$ cat config.mk
export PLATFORM = sky130hd
export DESIGN_NAME = twelve_channel_serial_dac_loader
export DESIGN_NICKNAME = d
export VERILOG_FILES = /design/src/verilog/dac_loader_pkg.sv /design/src/verilog/twelve_channel_serial_dac_loader.sv
export SDC_FILE = /design/constraint.sdc
export NUM_CORES = 1
export LEC_CHECK = 0
export ABC_AREA = 0
export ABC_CLOCK_PERIOD_IN_PS = 2500
export BUFFER_PORTS_ARGS = -buffer_cell sky130_fd_sc_hd__buf_2
export CAP_MARGIN = 0
export CORE_MARGIN = 2
export CORE_UTILIZATION = 53
export CTS_CLUSTER_DIAMETER = 120
export CTS_CLUSTER_SIZE = 8
export DETAILED_ROUTE_END_ITERATION = 12
export MAX_ROUTING_LAYER = met4
export PLACE_DENSITY = 0.8
export SYNTH_ARGS = -nofsm -noshare
export SYNTH_HDL_FRONTEND = slang
export SYNTH_SLANG_ARGS = --single-unit
$ cat constraint.sdc
create_clock -name sys_clk -period 2.5 [get_ports sys_clk]
set_input_delay 0.125 -clock sys_clk [delete_from_list [all_inputs] [get_ports sys_clk]]
set_output_delay 0.125 -clock sys_clk [all_outputs]
set_load 0.03 [all_outputs]
$ cat src/verilog/dac_loader_pkg.sv
package dac_loader_pkg;

    // ************************************************************
    // Word format and channel map.
    // ************************************************************
    localparam int              CHAN_COUNT = 12;
    localparam int              CODE_W     = 8;
    localparam int              ADDR_W     = 4;
    localparam int              WORD_W     = ADDR_W + CODE_W;
    localparam int              ADDR_MSB   = WORD_W - 1;
    localparam int              ADDR_LSB   = CODE_W;
    localparam int              CODE_MSB   = CODE_W - 1;
    localparam logic [ADDR_W-1:0] ADDR_LAST = 4'hB;
    localparam logic [CODE_W-1:0] MIDSCALE  = 8'h80;
    localparam logic [CODE_W-1:0] CODE_ZERO = 8'h00;
    localparam logic [WORD_W-1:0] WORD_ZERO = 12'h000;

    // ************************************************************
    // Pin sampler layout.
    // ************************************************************
    localparam int              SYNC_W     = 3;
    localparam logic [SYNC_W-1:0] SYNC_ONES = 3'h7;
    localparam logic [SYNC_W-1:0] SYNC_ZERO = 3'h0;

    typedef enum logic [0:0] {IDLE_ST, SHIFT_ST} link_state_t;

endpackage

$ cat src/verilog/twelve_channel_serial_dac_loader.sv
module twelve_channel_serial_dac_loader
    import dac_loader_pkg::*;
(
    // System.
    input  wire logic                      sys_clk,
    input  wire logic                      rstn,
    input  wire logic                      clk_en,
    // Serial link pins.
    input  wire logic                      serial_clk_pin,
    input  wire logic                      select_n_pin,
    input  wire logic                      serial_in_pin,
    // Control pins.
    input  wire logic                      midscale_preset_n,
    input  wire logic                      power_down_n,
    // Channel codes and reference control.
    output logic [CHAN_COUNT*CODE_W-1:0]   channel_codes,
    output logic [CODE_W-1:0]              channel_out_first,
    output logic [CODE_W-1:0]              channel_out_last,
    output logic                           ref_current_on,
    output logic                           outputs_enabled
);

    // ************************************************************
    // Pin sampling.
    // ************************************************************
    logic [SYNC_W-1:0] sclk_sync_r;
    logic [SYNC_W-1:0] csn_sync_r;
    logic [SYNC_W-1:0] data_sync_r;
    logic [SYNC_W-1:0] rsn_sync_r;
    logic [SYNC_W-1:0] pdn_sync_r;
    logic              sclk_r;
    logic              csn_r;
    logic              rsn_r;
    logic              pdn_r;

    function automatic logic settle(input logic [SYNC_W-1:0] s, input logic prev);
        settle = (s[1] == s[2]) ? s[1] : prev;
    endfunction

    always_ff @(posedge sys_clk)
    begin
        if (!rstn)
        begin
            sclk_sync_r <= SYNC_ONES;
            csn_sync_r  <= SYNC_ONES;
            data_sync_r <= SYNC_ZERO;
            rsn_sync_r  <= SYNC_ONES;
            pdn_sync_r  <= SYNC_ONES;
        end
        else if (clk_en)
        begin
            sclk_sync_r <= {sclk_sync_r[1:0], serial_clk_pin};
            csn_sync_r  <= {csn_sync_r[1:0], select_n_pin};
            data_sync_r <= {data_sync_r[1:0], serial_in_pin};
            rsn_sync_r  <= {rsn_sync_r[1:0], midscale_preset_n};
            pdn_sync_r  <= {pdn_sync_r[1:0], power_down_n};
        end
    end

    // Settled levels follow only when the last two stages agree.
    always_ff @(posedge sys_clk)
    begin
        if (!rstn)
        begin
            sclk_r <= 1'b1;
            csn_r  <= 1'b1;
            rsn_r  <= 1'b1;
            pdn_r  <= 1'b1;
        end
        else if (clk_en)
        begin
            sclk_r <= settle(sclk_sync_r, sclk_r);
            csn_r  <= settle(csn_sync_r, csn_r);
            rsn_r  <= settle(rsn_sync_r, rsn_r);
            pdn_r  <= settle(pdn_sync_r, pdn_r);
        end
    end

    logic sclk_nxt;
    logic csn_nxt;
    logic sclk_rise;
    logic csn_rise;
    assign sclk_nxt  = settle(sclk_sync_r, sclk_r);
    assign csn_nxt   = settle(csn_sync_r, csn_r);
    assign sclk_rise = sclk_nxt && !sclk_r;
    assign csn_rise  = csn_nxt && !csn_r;

    // ************************************************************
    // Serial shift register.
    // ************************************************************
    logic [WORD_W-1:0] shift_r;
    link_state_t       state_r;

    always_ff @(posedge sys_clk)
    begin
        if (!rstn)
            state_r <= IDLE_ST;
        else if (clk_en)
            state_r <= csn_r ? IDLE_ST : SHIFT_ST;
    end

    // MSB enters first, so the oldest of the last twelve bits ends at the top.
    always_ff @(posedge sys_clk)
    begin
        if (!rstn)
            shift_r <= WORD_ZERO;
        else if (clk_en && state_r == SHIFT_ST && !csn_r && sclk_rise)
            shift_r <= {shift_r[WORD_W-2:0], data_sync_r[2]};
    end

    // ************************************************************
    // Channel latches.
    // ************************************************************
    logic [CODE_W-1:0] latch_r [CHAN_COUNT];
    logic [ADDR_W-1:0] addr;
    logic [CODE_W-1:0] code;
    assign addr = shift_r[ADDR_MSB:ADDR_LSB];
    assign code = shift_r[CODE_MSB:0];

    always_ff @(posedge sys_clk)
    begin
        if (!rstn)
        begin
            for (int i = 0; i < CHAN_COUNT; i++)
                latch_r[i] <= CODE_ZERO;
        end
        else if (clk_en)
        begin
            if (!rsn_r)
            begin
                for (int i = 0; i < CHAN_COUNT; i++)
                    latch_r[i] <= MIDSCALE;
            end
            else if (csn_rise && addr <= ADDR_LAST)
                latch_r[addr] <= code;
        end
    end

    // ************************************************************
    // Outputs and shutdown.
    // ************************************************************
    always_comb
    begin
        for (int i = 0; i < CHAN_COUNT; i++)
            channel_codes[i*CODE_W +: CODE_W] = latch_r[i];
    end

    assign channel_out_first = latch_r[0];
    assign channel_out_last  = latch_r[CHAN_COUNT-1];
    assign ref_current_on    = pdn_r;
    assign outputs_enabled   = pdn_r;

    // ************************************************************
    // Checks.
    // ************************************************************
    property p_hold_idle;
        @(posedge sys_clk) disable iff (!rstn)
        (csn_r && clk_en) |=> $stable(shift_r);
    endproperty
    a_hold_idle: assert property (p_hold_idle) else $error("shift moved while idle");

    property p_shift;
        @(posedge sys_clk) disable iff (!rstn)
        (clk_en && state_r == SHIFT_ST && !csn_r && sclk_rise)
        |=> shift_r == {$past(shift_r[WORD_W-2:0]), $past(data_sync_r[2])};
    endproperty
    a_shift: assert property (p_shift) else $error("bad shift");

    property p_load;
        @(posedge sys_clk) disable iff (!rstn)
        (clk_en && rsn_r && csn_rise && addr <= ADDR_LAST) |=> latch_r[$past(addr)] == $past(code);
    endproperty
    a_load: assert property (p_load) else $error("latch not loaded");

    property p_first;
        @(posedge sys_clk) disable iff (!rstn)
        (clk_en && rsn_r && csn_rise && addr == ADDR_W'(0)) |=> channel_out_first == $past(code);
    endproperty
    a_first: assert property (p_first) else $error("channel one map");

    property p_bad_addr;
        @(posedge sys_clk) disable iff (!rstn)
        (clk_en && rsn_r && addr > ADDR_LAST) |=> $stable(channel_codes);
    endproperty
    a_bad_addr: assert property (p_bad_addr) else $error("bad address wrote");

    property p_preset;
        @(posedge sys_clk) disable iff (!rstn)
        (clk_en && !rsn_r) |=> channel_out_first == MIDSCALE && channel_out_last == MIDSCALE;
    endproperty
    a_preset: assert property (p_preset) else $error("preset missed");

    property p_shutdown_keep;
        @(posedge sys_clk) disable iff (!rstn)
        (!pdn_r && !csn_rise && rsn_r) |-> !ref_current_on ##1 $stable(channel_codes);
    endproperty
    a_shutdown_keep: assert property (p_shutdown_keep) else $error("shutdown lost codes");

    property p_no_load_low;
        @(posedge sys_clk) disable iff (!rstn)
        (csn_r == 1'b0 && !csn_rise && rsn_r) |=> $stable(channel_codes);
    endproperty
    a_no_load_low: assert property (p_no_load_low) else $error("load while selected");

endmodule

Yosys cells after proc, flatten, opt, wreduce, memory -nomap -nowiden
Memory sizes are Yosys's and may differ from the RTL's.
Index checks and enable logic that the tools add are counted.
Widths: inputs -> output; s select.
- magnitude comparators: 1
- equal/unequal tests: 4
- multiplexer cells: 28
- bitwise operators: 12
- reduce and logical (&&, ||, !) cells: 11
- operators with widths (operator ; count):
    $mux 8 ; 13
    $mux 1 ; 14
    $or 1x1->1 ; 12
    $reduce_or 8->1 ; 1
    $logic_and 1x1->1 ; 6
    $eq 1x1->1 ; 4
    $le 4x4->1 const B ; 1
    $mux 4 ; 1
    $reduce_and 2->1 ; 2
    $logic_not 1->1 ; 2
- flip-flop bits (word level): 32
- bits in writable memories: 96
- logic and storage cells: 68
- memories: 1
- memories (memory ; depth ; bits a word ; read ports ; clocked after memory_dff ; wr ports ; line ; RTL):
    latch_r ; 12 ; 8 ; 12 ; 0 ; 12 ; twelve_channel_serial_dac_loader.sv:114 ; logic [CODE_W-1:0] latch_r [CHAN_COUNT];

Logic depth before layout (Yosys ltp)
- depth in word-level cells: 11
- mapped depth: 5

Least setup slack after synthesis
Ideal clock, no wire load.
- path type: reg-to-reg
- from: register csn_r
- to: memory latch_r[10][0] (enable)
- arrival time: 1.710 ns
- data required time: 2.116 ns
- slack: 0.406 ns
- stages on the path, launching flop included: 5
- path buffers: 1
- clock period less this slack: 2.094 ns
- cell sequence: dfxtp_1 > nand4bb_1 > or2_2 > clkbuf_1 > o21ai_0
- RTL lines (element ; line ; RTL):
    start: declaration ; twelve_channel_serial_dac_loader.sv:32 ; logic csn_r;
    start signal: assignment ; twelve_channel_serial_dac_loader.sv:73 ; csn_r <= settle(csn_sync_r, csn_r);
    end: declaration ; twelve_channel_serial_dac_loader.sv:114 ;

==> metrics.cfg <==
[run_status]
outcome = finished, final reports clean

[final_layout]
fill_cells = 689
regArea_um2 = 3520
multi_input_area_um2 = 1330
fin_nets = 549
drive_gt1_share_pct = 33.1
n_antenna_cell = 0
fin_util_pct = 69.3
synthToLayoutAreaGrowth_pct = 25.9

[detailed_routing]
ant_nets = 0
via_count = 3643
drt_iter0_drc = 273
wl_um = 11600
post_drt_wl_per_cell_um = 17.0
drc = 0
vias_per_cell = 5.34
drt_pass1_iterations = 5

[logic_synthesis]
syn_nets = 424
synth_area_um2 = 5110
synthMuxAreaShare_pct = 3.18
synth_area_leader_cell = edfxtp_1
synth_seq_cells = 128
seq_area_frac_synth_pct = 68.9
synthAdderAreaFrac_pct = 0
synth_top_family_by_area = simple AND/OR/NAND/NOR gates
ys_types = 33
synth_top_area_share_pct = 56.4
yosys.area_share.simple_pct = 16.2
yosysWarnings = 0
synth_xor_area_share_pct = 0
syn_area_per_cell_um2 = 12.3
yosys-top-cells-area = edfxtp_1, dfxtp_1, nor2_1
synth_compound_gate_area_share_pct = 6.70
syn_inst = 416

[placed_design]
port_buffers = 121
routabilityCongestion = 0.848
dp_hpwl_um = 7800

[timing]
slew_headroom_pct = 47.9
slew_viol_final = 0
min_period_over_period_pct = 88.3
final.setup.tns_ns = 0
rsz0062_at_grt = false
hold_viol = 0
fmax_mhz = 453
fin_crit_ns = 2.21
report.final.setup_viol = 0
skew_ns = 0.00778
worstMarginPinSlew_ns = 0.780

[global_routing]
grt_pass1_vias = 3476
grt_start_max_net_pins = 37
grt_use_total_pct = 23.6
overflow = 0
antenna_found_initial = 0
grt_pass1_wl_um = 17600

[power_and_ir_drop]
vdd_ir_drop_max_mv = 0.481
fin_total_pwr_mw = 5.19
leakagePower_nw = 2.56
power_density_nw_per_um2 = 807

[cts]
htreeDepth = 4
cts_tree = yes
clkTransAtPathRegs_ns = 0.06
clock-root-buffer = clkbuf_8
cts_buffers = 17
cts.sinks = 128
clk_latency_ns = 0.52
cts.path.max_buffers = 2

[floorplanning]
start_util_pct = 55.1
die_w_um = 102
io_pins = 122
dieArea_um2 = 10500
core_um2 = 9280
rows = 35
fp.dieH_um = 102

[worst_setup_path]
crit_fanout = 15
required_ns = 2.73
endpoint_kind = flip-flop
crit_arrival_ns = 2.44
crit_type = flip-flop to flip-flop
critPathLaunchType = flip-flop

[hold_path]
worst_hold_path_type = input port to flip-flop

[job]
cap_violations = 0

-- layer usage --
layer / track usage [%] / vias to the layer above / routed length (µm)
li1: - / 1689 / -
met1: 27.7 / 1731 / 4500
met2: 39.3 / 199 / 5970
met3: 6.43 / 24 / 910
met4: 8.21 / 0 / 235
met5: - / - / 0
-- synthesized netlist by cell type --
master	number
nand3_1	15
mux2_2	2
nor3_2	1
o21ai_0	35
buf_1	1
edfxtp_1	96
mux2i_1	14
nor2_2	6
dfxtp_1	32
buf_6	3
nand4_1	1
a21oi_1	8
nand4bb_1	1
nand4_2	1
or2_1	1
a21bo_2	2
and4b_1	2
a21boi_0	11
nand2b_1	8
clkbuf_1	9
or3_1	3
nor2b_1	6
nand2_1	39
inv_1	2
and2_1	23
buf_4	17
nand4b_1	1
o211a_1	1
buf_2	10
a21boi_1	2
or2_2	2
nor3_1	2
nor2_1	59
-- where the power goes --
group | switching, mW | internal (mW)
clock network | 0.900 | 1.61
registers | 0.0262 | 2.34
logic | 0.225 | 0.0884
total | 1.15 | 4.04
-- placed cells by master, fill, tap and decap left out, drive strengths merged --
cell type    instances
edfxtp              96
mux2i               14
nand2b               8
a21boi              13
or3                  3
o21ai               35
and2                23
nand4b               1
clkinv               6
nor3                 3
nand2               39
buf                140
o211a                1
or2                  3
clkinvlp             1
nor2b                6
clkbuf              17
and4b                2
nor2                65
nand3               15
bufinv               4
dlygate4sd3          6
inv                  5
nand4                2
nand4bb              1
mux2                 2
dfxtp               32
a21oi                8
a21bo                2
-- path summary, 6_finish.rpt --
path	start	to	slack, ns	cells past startpoint
setup reg to reg	csn_r	latch_r[1][4]	0.29	4
hold reg to reg	csn_sync_r[0]	csn_sync_r[0]	0.48	2
hold / removal	rstn	csn_sync_r[0]	0.09	3
setup / recovery	csn_r	latch_r[1][4]	0.29	4
-- metrics by stage --
| step | instance area [µm²] | std cells | setup slack [ns] | hold WS, ns |
|---|---|---|---|---|
| 2_1_floorplan | 5110 | 416 | 0.406 | 0.253 |
| 3_3_place_gp | 5770 | 645 | 0.527 | 0.339 |
| 5_1_grt | 6440 | 682 | 0.211 | 0.0899 |
| 3_5_place_dp | 5770 | 645 | 0.377 | 0.346 |
| 6_report | 6440 | 682 | 0.293 | 0.0852 |
| 4_1_cts | 6440 | 682 | 0.308 | 0.0736 |
-- critical path, stage by stage, from the launching register on --
cell and delay, ns:
dfxtp_1 0.35, nand2b_1 0.36, or3_1 0.64, o21ai_0 0.34, buf_4 0.23
-- state kept, by name (all words and copies together) (netlist names) --
name and cells:
csn_r 1, latch_r 96, shift_r 12, sclk_r 1, data_sync_r 3, pdn_sync_r 3, rsn_r 1, outputs_enabled 1
rsn_sync_r 3, csn_sync_r 3, sclk_sync_r 3, state_r 1
-- what timing repair did --
item,CTS,global route
hold buffers,6,0
hold endpoints to repair,7,0
resized for setup,0,0
setup buffers,0,0
-- layout make-up --
cell class,instances,area share [%]
clock buffer,17,6.43
clock inverter,14,2.93
inverter,2,0.117
multi-input combinational,246,20.7
sequential,128,54.7
tap,129,2.51
timing repair buffer,146,12.6
-- kinds of logic after synthesis --
| kind of cell | after synthesis |
|---|---|
| compound gates | 59 |
| buf+inv | 42 |
| flops | 128 |
| mux | 16 |
| simple gates | 171 |
No activity file was read; power rests on OpenSTA's default activity.
